===== config.mk =====
export PLATFORM = sky130hd
export DESIGN_NAME = frch_handler
export DESIGN_NICKNAME = d
export VERILOG_FILES = /design/src/core/frch_handler.v
export VERILOG_INCLUDE_DIRS = /design/src /design/src/core
export SDC_FILE = /design/constraint.sdc
export NUM_CORES = 1
export LEC_CHECK = 0
export BUFFER_PORTS_ARGS = -buffer_cell sky130_fd_sc_hd__buf_2
export CORE_UTILIZATION = 32
export DETAILED_ROUTE_END_ITERATION = 10
export PLACE_DENSITY_LB_ADDON = 0.05
export SYNTH_ARGS = -nofsm -noshare
export SYNTH_HDL_FRONTEND = slang
export SYNTH_SLANG_ARGS = --single-unit

===== constraint.sdc =====
create_clock -name clk -period 10.1 [get_ports clk]
set_input_delay 1.515 -clock clk [delete_from_list [all_inputs] [get_ports clk]]
set_output_delay 1.515 -clock clk [all_outputs]
set_load 0.03 [all_outputs]

===== src/core/frch_consts.vh =====
// Constants of the fieldbus remote command handler.
`ifndef FRCH_CONSTS_VH
`define FRCH_CONSTS_VH
`define FRCH_REG_REMOTE 16'h0192
`define FRCH_REG_SETCUR 16'h01F5
`define FRCH_REG_STATUS 16'h01F9
`define FRCH_REG_ACTV 16'h01FB
`define FRCH_REG_ACTI 16'h01FC
`define FRCH_REG_ACTP 16'h01FD
`define FRCH_SLOT_REMOTE 4'h2
`define FRCH_IDX_REMOTE 8'h01
`define FRCH_SLOT_SETCUR 4'h2
`define FRCH_IDX_SETCUR 8'h18
`define FRCH_SLOT_ACTV 4'h2
`define FRCH_IDX_ACTV 8'h1C
`define FRCH_SLOT_ACTI 4'h2
`define FRCH_IDX_ACTI 8'h1D
`define FRCH_SLOT_ACTP 4'h2
`define FRCH_IDX_ACTP 8'h1E
`define FRCH_SLOT_STATUS 4'h1
`define FRCH_IDX_STATUS 8'h01
`define FRCH_SLOT_MIN 4'h1
`define FRCH_SLOT_MAX 4'h8
`define FRCH_PN_SLOT_MUL 16'h00FF
`define FRCH_PN_BASE 16'h0001
`define FRCH_REMOTE_ON 16'hFF00
`define FRCH_REMOTE_OFF 16'h0000
`define FRCH_SET_FULL 16'hCCCC
`define FRCH_SET_RESET 16'h0000
`define FRCH_ST_OK 2'h0
`define FRCH_ST_BADADDR 2'h1
`define FRCH_ST_DENIED 2'h2
`define FRCH_ST_RANGE 2'h3
`endif


===== src/core/frch_handler.v =====
// Fieldbus slave command handler: cyclic process image and acyclic slot/index access.
`include "frch_consts.vh"
module frch_handler #(
    parameter DATA_W = 16
) (
    // Clock and reset.
    input wire clk,
    input wire reset,
    // Cyclic process image, refreshed every bus cycle.
    input wire cycleStrobe,
    output reg [31:0] cycSlot1,
    output reg [DATA_W-1:0] cycSlot2,
    output reg [DATA_W-1:0] cycSlot3,
    output reg [DATA_W-1:0] cycSlot4,
    output reg cycValid,
    // Acyclic request from the bus layer.
    input wire reqValid,
    input wire reqWrite,
    input wire reqProfinet,
    input wire [3:0] reqSlot,
    input wire [15:0] reqIndex,
    input wire [DATA_W-1:0] reqData,
    // Acyclic answer to the bus layer.
    output reg ackValid,
    output reg ackError,
    output reg [1:0] ackStatus,
    output reg [DATA_W-1:0] ackData,
    // Unit side.
    input wire [31:0] unitStatus,
    input wire [DATA_W-1:0] actVoltage,
    input wire [DATA_W-1:0] actCurrent,
    input wire [DATA_W-1:0] actPower,
    input wire remoteAllowed,
    input wire unitBusy,
    output reg remoteActive,
    output reg [DATA_W-1:0] currentLimit,
    output reg [DATA_W-1:0] displaySetCurrent,
    output reg limitUpdate
);

    reg [15:0] localIndex;
    reg [15:0] pnBase;
    reg [2:0] target;
    reg slotOk;
    reg held;
    reg heldWrite;
    reg heldProfinet;
    reg [3:0] heldSlot;
    reg [15:0] heldIndex;
    reg [DATA_W-1:0] heldData;
    reg [DATA_W-1:0] setCurrent;
    reg busy;
    reg [DATA_W-1:0] next_ackData;
    reg [1:0] next_status;
    reg curWrite;
    reg curProfinet;
    reg [3:0] curSlot;
    reg [15:0] curIndex;
    reg [DATA_W-1:0] curData;
    wire hitRemote;
    wire hitSetCur;
    wire hitStatus;
    wire hitActV;
    wire hitActI;
    wire hitActP;

    localparam [2:0] T_NONE = 3'd0;
    localparam [2:0] T_REMOTE = 3'd1;
    localparam [2:0] T_SETCUR = 3'd2;
    localparam [2:0] T_STATUS = 3'd3;
    localparam [2:0] T_ACTV = 3'd4;
    localparam [2:0] T_ACTI = 3'd5;
    localparam [2:0] T_ACTP = 3'd6;

    // A request that arrives while the unit is busy is held until it can answer.
    wire curValid = held | reqValid;

    always @* begin
        if (held) begin
            curWrite = heldWrite;
            curProfinet = heldProfinet;
            curSlot = heldSlot;
            curIndex = heldIndex;
            curData = heldData;
        end else begin
            curWrite = reqWrite;
            curProfinet = reqProfinet;
            curSlot = reqSlot;
            curIndex = reqIndex;
            curData = reqData;
        end
    end

    // Index decode per variant, then the slot/index table.
    always @* begin
        pnBase = 16'h0000;
        localIndex = 16'h0000;
        slotOk = (curSlot >= `FRCH_SLOT_MIN) && (curSlot <= `FRCH_SLOT_MAX);
        if (curProfinet) begin
            pnBase = {12'h000, curSlot} * `FRCH_PN_SLOT_MUL + `FRCH_PN_BASE;
            localIndex = curIndex - pnBase;
            if (curIndex < pnBase) begin
                slotOk = 1'b0;
            end
        end else begin
            localIndex = curIndex;
        end
    end

    // Table entries, one per register reachable over acyclic access.
    frch_slot_match #(
        .SLOT(`FRCH_SLOT_REMOTE),
        .INDEX(`FRCH_IDX_REMOTE)
    ) i_frch_slot_match_remote (
        .slot(curSlot),
        .localIndex(localIndex),
        .addrOk(slotOk),
        .hit(hitRemote)
    );

    frch_slot_match #(
        .SLOT(`FRCH_SLOT_SETCUR),
        .INDEX(`FRCH_IDX_SETCUR)
    ) i_frch_slot_match_setcur (
        .slot(curSlot),
        .localIndex(localIndex),
        .addrOk(slotOk),
        .hit(hitSetCur)
    );

    frch_slot_match #(
        .SLOT(`FRCH_SLOT_STATUS),
        .INDEX(`FRCH_IDX_STATUS)
    ) i_frch_slot_match_status (
        .slot(curSlot),
        .localIndex(localIndex),
        .addrOk(slotOk),
        .hit(hitStatus)
    );

    frch_slot_match #(
        .SLOT(`FRCH_SLOT_ACTV),
        .INDEX(`FRCH_IDX_ACTV)
    ) i_frch_slot_match_actv (
        .slot(curSlot),
        .localIndex(localIndex),
        .addrOk(slotOk),
        .hit(hitActV)
    );

    frch_slot_match #(
        .SLOT(`FRCH_SLOT_ACTI),
        .INDEX(`FRCH_IDX_ACTI)
    ) i_frch_slot_match_acti (
        .slot(curSlot),
        .localIndex(localIndex),
        .addrOk(slotOk),
        .hit(hitActI)
    );

    frch_slot_match #(
        .SLOT(`FRCH_SLOT_ACTP),
        .INDEX(`FRCH_IDX_ACTP)
    ) i_frch_slot_match_actp (
        .slot(curSlot),
        .localIndex(localIndex),
        .addrOk(slotOk),
        .hit(hitActP)
    );

    // Slot/index table; the first entry that matches wins.
    always @* begin
        target = T_NONE;
        if (hitRemote) begin
            target = T_REMOTE;
        end else if (hitSetCur) begin
            target = T_SETCUR;
        end else if (hitStatus) begin
            target = T_STATUS;
        end else if (hitActV) begin
            target = T_ACTV;
        end else if (hitActI) begin
            target = T_ACTI;
        end else if (hitActP) begin
            target = T_ACTP;
        end
    end

    // Answer data and status; read status never depends on remote state, only the remote register's read data does.
    always @* begin
        next_ackData = {DATA_W{1'b0}};
        next_status = `FRCH_ST_OK;
        case (target)
            T_REMOTE: next_ackData = remoteActive ? `FRCH_REMOTE_ON : `FRCH_REMOTE_OFF;
            T_SETCUR: next_ackData = setCurrent;
            T_STATUS: next_ackData = unitStatus[DATA_W-1:0];
            T_ACTV: next_ackData = actVoltage;
            T_ACTI: next_ackData = actCurrent;
            T_ACTP: next_ackData = actPower;
            default: next_status = `FRCH_ST_BADADDR;
        endcase
        if (curWrite && next_status == `FRCH_ST_OK) begin
            next_ackData = {DATA_W{1'b0}};
            case (target)
                T_REMOTE: begin
                    if (curData != `FRCH_REMOTE_ON && curData != `FRCH_REMOTE_OFF) begin
                        next_status = `FRCH_ST_RANGE;
                    end else if (curData == `FRCH_REMOTE_ON && !remoteAllowed) begin
                        next_status = `FRCH_ST_DENIED;
                    end
                end
                T_SETCUR: begin
                    if (!remoteActive) begin
                        next_status = `FRCH_ST_DENIED;
                    end else if (curData > `FRCH_SET_FULL) begin
                        next_status = `FRCH_ST_RANGE;
                    end
                end
                default: next_status = `FRCH_ST_DENIED;
            endcase
        end
    end

    always @* begin
        busy = unitBusy;
    end

    always @(posedge clk) begin
        if (reset) begin
            cycSlot1 <= 32'h0000_0000;
            cycSlot2 <= {DATA_W{1'b0}};
            cycSlot3 <= {DATA_W{1'b0}};
            cycSlot4 <= {DATA_W{1'b0}};
            cycValid <= 1'b0;
        end else begin
            cycValid <= cycleStrobe;
            if (cycleStrobe) begin
                // Slots 5 to 8 have no cyclic data at all.
                cycSlot1 <= unitStatus;
                cycSlot2 <= actVoltage;
                cycSlot3 <= actCurrent;
                cycSlot4 <= actPower;
            end
        end
    end

    always @(posedge clk) begin
        if (reset) begin
            held <= 1'b0;
            heldWrite <= 1'b0;
            heldProfinet <= 1'b0;
            heldSlot <= 4'h0;
            heldIndex <= 16'h0000;
            heldData <= {DATA_W{1'b0}};
            ackValid <= 1'b0;
            ackError <= 1'b0;
            ackStatus <= `FRCH_ST_OK;
            ackData <= {DATA_W{1'b0}};
            remoteActive <= 1'b0;
        end else begin
            ackValid <= 1'b0;
            if (curValid && busy) begin
                held <= 1'b1;
                if (!held) begin
                    heldWrite <= reqWrite;
                    heldProfinet <= reqProfinet;
                    heldSlot <= reqSlot;
                    heldIndex <= reqIndex;
                    heldData <= reqData;
                end
            end else if (curValid) begin
                held <= 1'b0;
                ackValid <= 1'b1;
                ackStatus <= next_status;
                ackError <= (next_status != `FRCH_ST_OK);
                ackData <= next_ackData;
                if (curWrite && next_status == `FRCH_ST_OK) begin
                    if (target == T_REMOTE) begin
                        remoteActive <= (curData == `FRCH_REMOTE_ON);
                    end
                end
            end
        end
    end

    // Setpoint store; it changes only on an accepted setpoint write.
    always @(posedge clk) begin
        if (reset) begin
            setCurrent <= `FRCH_SET_RESET;
            currentLimit <= `FRCH_SET_RESET;
            displaySetCurrent <= `FRCH_SET_RESET;
            limitUpdate <= 1'b0;
        end else begin
            limitUpdate <= 1'b0;
            if (curValid && !busy && curWrite && next_status == `FRCH_ST_OK
                    && target == T_SETCUR) begin
                setCurrent <= curData;
                currentLimit <= curData;
                displaySetCurrent <= curData;
                limitUpdate <= 1'b1;
            end
        end
    end

endmodule

// One entry of the slot/index table: true when the decoded address selects it.
module frch_slot_match #(
    parameter [3:0] SLOT = 4'h0,
    parameter [7:0] INDEX = 8'h00
) (
    // Decoded address.
    input wire [3:0] slot,
    input wire [15:0] localIndex,
    input wire addrOk,
    // Table hit.
    output wire hit
);
    assign hit = addrOk && (slot == SLOT) && (localIndex == {8'h00, INDEX});
endmodule


# Yosys cells after proc, flatten, opt, wreduce, memory -nomap -nowiden
# Index checks and enable logic that the tools add are counted.
[classes]
n_addsub = 2
multipliers = 1
magnitude_cmp = 4
eq_ne = 15
muxes = 28
n_bitwise = 2
reduce_logical = 29
[ops]
columns = ["operator", "n"]
rows = [
  ["16-bit case mux with 6 select lines", 1],
  ["16-bit 2-to-1 mux", 5],
  ["16-bit by 5-bit == test with 1-bit output (second input constant)", 4],
  ["1-bit logical AND", 18],
  ["3-bit 2-to-1 mux", 6],
  ["16-bit by 1-bit == test with 1-bit output (second input constant)", 1],
  ["16-bit == test (second input constant)", 1],
  ["16-bit greater-than comparator (second input constant)", 1],
  ["16-bit by 13-bit less-than comparator with 1-bit output", 1],
  ["16-bit inequality test (second input constant)", 1],
  ["16-bit nonzero test", 1],
  ["16-bit by 13-bit subtractor with 16-bit output", 1],
  ["12-bit by 1-bit adder with 13-bit output (second input constant)", 1],
  ["4-bit by 8-bit multiplier with 12-bit output (second input constant)", 1],
  ["2-bit 2-to-1 mux", 5],
  ["3-bit == test (second input constant)", 3],
  ["1-bit 2-to-1 mux", 9],
  ["3-bit by 2-bit == test with 1-bit output (second input constant)", 2],
  ["6-bit OR reduction", 1],
  ["4-bit by 1-bit == test with 1-bit output (second input constant)", 1],
  ["4-bit by 2-bit == test with 1-bit output (second input constant)", 1],
  ["4-bit by 1-bit >= comparator with 1-bit output (second input constant)", 1],
  ["4-bit <= comparator (second input constant)", 1],
  ["2-bit logical NOT", 2],
  ["10 further kinds", 12],
]
[totals]
regBits = 158
inputBits = 124
output_inout_bits = 135

# Longest topological paths before layout
# Gate-level depths: netlist (run 1).
[depth]
ltp_word = 25
depth_mapped = 33

# Modules after synthesis
# A second synthesis (run 1) with hierarchy kept.
[unflattened]
hier_cells = 1008
area_unflattened_um2 = 8704.6
[by_module_without_submodules]
columns = ["module", "n_inst", "cells_each", "area_per_inst_um2", "seq_area_each_um2"]
rows = [
  ["frch_handler", 1, 955, 8344.3, 3163.0],
  ["frch_slot_match (i_frch_slot_match_acti ...)", 2, 8, 61.3, 0.0],
  ["frch_slot_match (i_frch_slot_match_remote ...)", 2, 9, 56.3, 0.0],
  ["frch_slot_match (i_frch_slot_match_setcur)", 1, 10, 67.6, 0.0],
  ["frch_slot_match (i_frch_slot_match_actv)", 1, 9, 57.6, 0.0],
]

# Worst setup path before layout (run 1)
# OpenSTA, ideal clock, no wires.
[synth_timing]
kind = "in2reg"
startpoint = "input reqSlot[1]"
endpoint = "register setCurrent[0]"
t_arrival_ps = 8065
t_required_ps = 10014
setup_slack_ps = 1950
stages = 27
n_path_buf = 3
cell_sequence = "mux2i_1 > inv_1 > fa_1 > fa_1 > ha_1 > a21o_1 > a21oi_1 > inv_1 > a21oi_1 > nor2_1 > nor2_1 > o21ai_0 > a21oi_1 > xor2_1 > ha_1 > or2_2 > a311o_1 > o221ai_1 > o221ai_1 > and4b_1 > or4b_4 > or4_1 > clkbuf_1 > or3_1 > buf_2 > buf_6 > a211oi_1"
[synth_via]
elab_chain_cells = 24
word_cells_on_any_way = 51
cone_classes = "add/sub (2); mul (1); order compare (3); eq/ne (13); mux (17); reduce/logical (15)"
[synth_lines]
columns = ["item", "line_no", "text"]
rows = [
  ["start, declared", "frch_handler.v:20", "input wire [3:0] reqSlot,"],
  ["4-bit 2-to-1 mux (*)", "-", ""],
  ["net curSlot[1]", "frch_handler.v:57", "reg [3:0] curSlot;"],
  ["branches (longest 12 deep; another with 16-bit by 13-bit subtractor with 16-bit output)", "-", ""],
  ["3-bit 2-to-1 mux (*)", "frch_handler.v:174", "if (hitRemote) begin"],
  ["3-bit by 1-bit == test with 1-bit output (tied with other cells)", "frch_handler.v:193, frch_handler.v:204", ""],
  ["6-bit OR reduction (no source line)", "-", ""],
  ["1-bit 2-to-1 mux", "frch_handler.v:193", "case (target)"],
  ["2-bit 2-to-1 mux (on tied branches)", "frch_handler.v:215, frch_handler.v:208", ""],
  ["2-bit 2-to-1 mux (on tied branches)", "frch_handler.v:213, frch_handler.v:206", ""],
  ["2-bit case mux with 2 select lines", "frch_handler.v:204", "case (target)"],
  ["2-bit 2-to-1 mux", "frch_handler.v:202", "if (curWrite && next_status == `FRCH_ST_OK) begin"],
  ["2-bit logical NOT (no source line)", "-", ""],
  ["1-bit logical AND (no source line)", "-", ""],
  ["1-bit logical AND (*)", "frch_handler.v:295", "if (curValid && !busy && curWrite && next_status == `FRCH_ST_OK"],
  ["end signal, assigned", "frch_handler.v:289", "setCurrent <= `FRCH_SET_RESET;"],
  ["end signal, assigned", "frch_handler.v:297", "setCurrent <= curData;"],
  ["end, declared", "frch_handler.v:51", "reg [DATA_W-1:0] setCurrent;"],
]
# Mark *: on every way through the listed nets, which the timed path passes.
# A chain may end at the register's enable or synchronous reset.

# Worst setup path after layout (run 1)
[layout_timing]
startpoint = "input reqSlot[2]"
endpoint = "register setCurrent[11]"
# The elaborated chain is that of the path after synthesis.

==> results.json, run 1 <==
{
  "hpwl_um": 21100,
  "rows": 59,
  "core_sq_um": 26100,
  "area_growth_pct": 24.4,
  "p_int_mw": 1.24,
  "drt-initial-drc-count": 421,
  "min_to": "ackData[15]$_SDFFE_PP0P_",
  "clockRootBuffer": "clkbuf_16",
  "antenna_found_initial": 4,
  "firstDrtPassIters": 5,
  "worst_pin_slew_ns": 1.14,
  "cts_tree": "built",
  "synth_fp_nets": 1137,
  "cts_resized": 0,
  "hold_path_depth": 2,
  "portBuffers": 258,
  "syn_avg_cell_area_sq_um": 8.68,
  "p_sw_share_pct": 36.3,
  "hold_path_startpoint": "ackData[15]$_SDFFE_PP0P_",
  "io_pins": 259,
  "ys.warnings.count": 0,
  "crit_fanout": 23,
  "drv_slew": 0,
  "yosysTopAreaCell": "dfxtp_1",
  "p_comb_share_pct": 32.3,
  "period_needed_ns": 8.11,
  "tns_ns": 0,
  "drtAntennaViolNets": 0,
  "clock_skew_ns": 0.0193,
  "die-area_sq_um": 27200,
  "die_w_um": 165,
  "grt_pass1_vias": 7190,
  "multi_input_area_sq_um": 4850,
  "wl_um": 28100,
  "cts_max_path_buffers": 2,
  "start_util_pct": 32.6,
  "fillers": 2714,
  "synthDistinctLibCells": 63,
  "hold_class": "flop to flop",
  "cp.required_ns": 10.43,
  "gp_congestion": 0.842,
  "power_frac_clock_pct": 33.3,
  "register_area_sq_um": 3160,
  "timing.rr.start": "held$_SDFFE_PP0P_",
  "vias": 7667,
  "grt_pass1_wl_um": 41900,
  "clock_sinks": 158,
  "synth_area_leaders": "dfxtp_1, mux2i_1, nor2_1",
  "synth_edf_count": 0,
  "fmax_mhz": 123,
  "drcViolationCount": 0,
  "grt_setup_unrepaired": "no",
  "layout_commonest_cell": "buf_2",
  "worst_ir_drop_vdd_v": 0.0000767,
  "via_per_inst": 4.95,
  "finalHoldViolations": 0,
  "htreeDepth": 4,
  "grtUsageTotal_pct": 20.6,
  "max_cap_violations": 0,
  "layout-drive-gt1-share_pct": 28.5,
  "setup_violations": 0,
  "r2r-end": "setCurrent[11]$_SDFFE_PP0P_",
  "worst-r2r-setup-slack_ns": 2.41,
  "synth_top_area_share_pct": 37.2,
  "worst-setup-path-type": "input port to flop",
  "postCtsSetupRepairBufs": 0,
  "nets": 1355,
  "p_leak_nw": 4.80,
  "grt-ovfl-total": 0,
  "wl_per_cell_um": 18.1,
  "synthCells": 979,
  "netSwitchingPower_uw": 708,
  "insertion_delay_ns": 0.43,
  "power_mw": 1.95,
  "status": "complete, no violations",
  "synth-seq-area-share_pct": 37.2,
  "seqPwrFrac_pct": 34.4,
  "cts_hold_buf": 0,
  "die_h_um": 165,
  "finalCritPeriodShare_pct": 80.3,
  "critical_path_arrival_ns": 8.44,
  "async_flop_share_pct": 0,
  "synth_area_sq_um": 8500,
  "cp-start-kind": "input port",
  "layout_common_cells": "buf_2, dfxtp_1, nor2_1, mux2i_1, nand2_1",
  "grt_start_max_net_pins": 74,
  "numCtsBuffers": 17,
  "ys_seq_elements": 158,
  "path_clk_slew_ns": 0.07,
  "power_density_nw_per_um2": 184,
  "max_slew_margin_pct": 24.2,
  "synth-main-ff-cell": "dfxtp_1",
  "end_kind": "flop",
  "r2r_cells": 25
}
[cells by family after synthesis]
group	synth area share [%]
compound gates	15.1
flops	37.2
xor+xnor	1.65
mux	16.7
simple gates	17.7
buf+inv	5.92
fa+ha+maj	5.74
[cell usage after synthesis, types with 5 or more instances]
master,instances
nand4_1,5
nor2_1,132
clkbuf_1,42
nor2b_1,6
a22oi_1,32
nor4_1,22
fa_1,7
nor3_1,20
a31oi_1,6
nand2b_1,6
nand2_1,83
inv_1,37
buf_4,17
mux2i_1,108
o21ai_0,40
dfxtp_1,158
or3_1,6
xor2_1,6
xnor2_1,10
mux2_2,30
o21a_1,6
nand3_1,20
buf_1,8
ha_1,27
a21o_1,11
a211oi_1,38
a21oi_1,39
[final cells by class]
class                           count  share of cell area, %
Tap cell                          335                   3.96
Timing Repair Buffer              272                   13.3
Clock buffer                       18                   4.06
Inverter                           37                   1.31
Multi-Input combinational cell    711                   45.9
Clock inverter                     14                   1.49
Antenna cell                        4                 0.0947
Sequential cell                   158                   29.9
[power groups by stage]
| stage | registers (mW) | clock network (mW) | logic [mW] |
|---|---|---|---|
| global route | 0.674 | 0.697 | 0.696 |
| floorplan | 0.720 | 0 | 0.423 |
| global placement | 0.684 | 0 | 0.636 |
| CTS | 0.670 | 0.673 | 0.635 |
| finish | 0.670 | 0.649 | 0.630 |
| detailed placement | 0.684 | 0 | 0.631 |
[metal layers]
layer | vias up | global-route usage, % | routed length [um] | share of wire [%]
li1 | 3909 | - | - | -
met1 | 3550 | 25.7 | 12700 | 45
met2 | 187 | 35.9 | 13800 | 49
met3 | 21 | 3.77 | 1130 | 4.0
met4 | 0 | 5.84 | 369 | 1.3
met5 | - | 0 | 0 | 0
[sequential cells by signal, summed over array words and instances, names as in the netlist, 2 cells and up]
signal      count
heldSlot        4
cycSlot2       16
heldData       16
heldIndex      16
setCurrent     16
ackStatus       2
cycSlot1       32
ackData        16
cycSlot3       16
cycSlot4       16
[through the flow]
stage               hold slack [ns]  cell area [sq um]  util (%)  worst slack [ns]  std cells
finish                        0.450              10600      40.6              1.99       1549
global route                  0.470              10600      40.6              1.51       1548
CTS                           0.455              10600      40.5              1.99       1545
detailed placement            0.439               9980      38.3              1.54       1513
global placement              0.431               9980      38.3              1.61       1513
floorplan                     0.446               8500         -              1.95        979
[how the worst max path moves through the flow]
stage / startpoint / to / slack, ns
after floorplan: reqSlot[1] / setCurrent[0]$_SDFFE_PP0P_ / 1.95
final: reqSlot[2] / setCurrent[11]$_SDFFE_PP0P_ / 1.99
after global placement: reqSlot[2] / setCurrent[2]$_SDFFE_PP0P_ / 1.61
after CTS: reqSlot[2] / setCurrent[11]$_SDFFE_PP0P_ / 1.99
after global routing: reqSlot[2] / setCurrent[12]$_SDFFE_PP0P_ / 1.51
after detailed placement: reqSlot[2] / setCurrent[10]$_SDFFE_PP0P_ / 1.54
[worst max-delay path, cell delays in order]
cell and delay (ns):
buf_2 0.09, mux2i_1 0.32, inv_1 0.20, fa_1 0.66, fa_1 0.45, ha_1 0.34
a21o_1 0.19, a21oi_1 0.26, inv_1 0.07, a21oi_1 0.14, nor2_1 0.05, nor2_1 0.15
o21ai_0 0.10, a21oi_1 0.19, xor2_1 0.09, ha_1 0.20, or2_2 0.29, a311o_1 0.32
o221ai_1 0.16, o221ai_1 0.19, and4b_1 0.26, or4b_4 0.49, or4_1 0.53, buf_4 0.22
or3_1 0.63, a211oi_1 0.32
Power figures use the tool's default switching activity.
==> run 2, diff against run 1 <==
==> constraint.sdc (replaced) <==
create_clock -name clk -period 6.7 [get_ports clk]
set_input_delay 1.005 -clock clk [delete_from_list [all_inputs] [get_ports clk]]
set_output_delay 1.005 -clock clk [all_outputs]
set_load 0.03 [all_outputs]
==> run 2 against run 1 <==
Clock power is 60% higher; utilization increased by 1.2 points; combinational power increased by 65%; power grew 58%; register-to-register slack worse by 1.9 ns; largest cell class unchanged; wire length rose by 3.4%; non-clock buffer count up 21.
==> results.json, run 2 (synthesis results as in run 1) <==
{
  "via_per_inst": 5.01,
  "layout-drive-gt1-share_pct": 31.4,
  "end_kind": "flop",
  "finalHoldViolations": 0,
  "die_h_um": 165,
  "p_leak_nw": 4.91,
  "p_sw_share_pct": 36.3,
  "met1_usage_pct": 28.9,
  "largest_register_ffs": 32,
  "fin_util_pct": 41.7,
  "crit_family": "simple AND/OR/NAND/NOR gates",
  "drv_slew": 0,
  "period_needed_ns": 6.26,
  "top_usage_layer": "met2",
  "setup_violations": 0,
  "grt_start_max_net_pins": 77,
  "power_frac_clock_pct": 33.6,
  "grt-ovfl-total": 0,
  "portBuffers": 258,
  "drcViolationCount": 0,
  "cts_tree": "built",
  "hold_class": "flop to flop",
  "max_slew_margin_pct": 18.4,
  "placed_area_sq_um": 10300,
  "start_util_pct": 32.6,
  "worst_path_max_delay_cell": "fa_2",
  "drt-initial-drc-count": 398,
  "dpl.cell_count": 1534,
  "wl_per_cell_um": 18.5,
  "cp-start-kind": "input port",
  "power_density_nw_per_um2": 283,
  "firstDrtPassIters": 4,
  "grt.met3_usage_pct": 4.34,
  "max_stage_delay_ns": 0.58,
  "layout.cells.non_filler": 1566,
  "nets": 1376,
  "p_int_mw": 1.96,
  "grtUsageTotal_pct": 21.2,
  "clock_sinks": 158,
  "die-area_sq_um": 27200,
  "htreeDepth": 4,
  "layout_commonest_cell": "buf_2",
  "layout_common_cells": "buf_2, dfxtp_1, nor2_1, mux2i_1, nand2_1",
  "seqPwrFrac_pct": 32.8,
  "area_growth_pct": 28.0,
  "grt_pass1_wl_um": 43200,
  "vias": 7844,
  "status": "complete, no violations",
  "cts_max_path_buffers": 2,
  "hold_ws_ns": 0.454,
  "io_pins": 259,
  "fmax_mhz": 160,
  "rows": 59,
  "post-place-ws_ns": -0.0402,
  "max_cap_violations": 0,
  "netSwitchingPower_mw": 1.12,
  "insertion_delay_ns": 0.44,
  "path_clk_slew_ns": 0.07,
  "wl_um": 29000,
  "worst_pin_slew_ns": 1.22,
  "drtAntennaViolNets": 0,
  "worst_slack_ns": 0.444,
  "numCtsBuffers": 17,
  "grt_pass1_vias": 7292,
  "crit_fanout": 22,
  "cp.required_ns": 6.98,
  "die_w_um": 165,
  "clockRootBuffer": "clkbuf_16",
  "top_register": "cycSlot1",
  "cp_num_buf_inv": 4,
  "antenna_found_initial": 2,
  "clock_skew_ns": 0.0101,
  "globalRouteMet2Util_pct": 34.1,
  "core_sq_um": 26100,
  "worst-setup-path-type": "input port to flop",
  "stdcell_area_sq_um": 10900,
  "gp_congestion": 0.800,
  "worst_ir_drop_vdd_v": 0.000114,
  "p_comb_share_pct": 33.6,
  "finalCritPeriodShare_pct": 93.4,
  "grt_setup_unrepaired": "no",
  "hpwl_um": 22000,
  "critical_path_arrival_ns": 6.54,
  "antenna_cells": 0
}
==> run 2: changes by cell type in the layout (fill, tap and decap cells not counted), sizes merged <==
cell,before,now
clkbuf,18,17
buf,272,293
bufinv,0,1
inv,47,44
diode,4,0
clkinvlp,0,3
==> run 2: through the flow <==
step                setup TNS [ns]  power (mW)
floorplan                   -0.726        1.75
global placement                 0        2.07
detailed placement          -0.186        2.07
CTS                              0        3.12
global route                     0        3.25
finish                           0        3.08
==> run 2: final cells by class <==
type                    count  area [sq um]
multi-input cells         711          4970
well taps                 335           419
clock buffers              17           425
fillers                  2708         15200
inverters                  37           139
flip-flops and latches    158          3170
repair buffers            293          1560
clock inverters            15           196
==> run 2: metal layers <==
metal / part of all wire [%] / vias to the layer above / wire length, um
met4: 0.91 / 4 / 263
met3: 6.1 / 22 / 1780
met5: 0.11 / - / 31
met1: 48 / 3632 / 13900
li1: - / 3956 / -
met2: 45 / 230 / 13000
==> run 2: what timing repair did <==
item | 4_1_cts | 5_1_grt
setup buffers | 0 | 0
endpoints found under the setup margin | 0 | 9
gates resized for setup | 0 | 1
hold buffers | 0 | 0
==> run 2: power groups by stage <==
stage	clock, mW	sequential [mW]	combinational, mW
floorplan	0	1.09	0.667
global placement	0	1.03	1.04
detailed placement	0	1.03	1.03
CTS	1.07	1.01	1.04
global route	1.10	1.02	1.14
finish	1.04	1.01	1.04
==> run 2: tightest hold or removal path: cells and delay by family, from the launching register on <==
family	cells	cell delay, ns
flip-flops	1	0.33
AO/OA/AOI/OAI	1	0.05
AND/OR/NAND/NOR	1	0.04
==> run 2: path summary, 6_finish.rpt <==
check        slack, ns                    start  depth (start not counted)                     endpoint
max               0.44               reqSlot[1]                         26  setCurrent[14]$_SDFFE_PP0P_
min reg2reg       0.45  ackData[5]$_SDFFE_PP0P_                          2      ackData[5]$_SDFFE_PP0P_
min               0.45  ackData[5]$_SDFFE_PP0P_                          2      ackData[5]$_SDFFE_PP0P_
max reg2reg       0.55        held$_SDFFE_PP0P_                         25  setCurrent[14]$_SDFFE_PP0P_
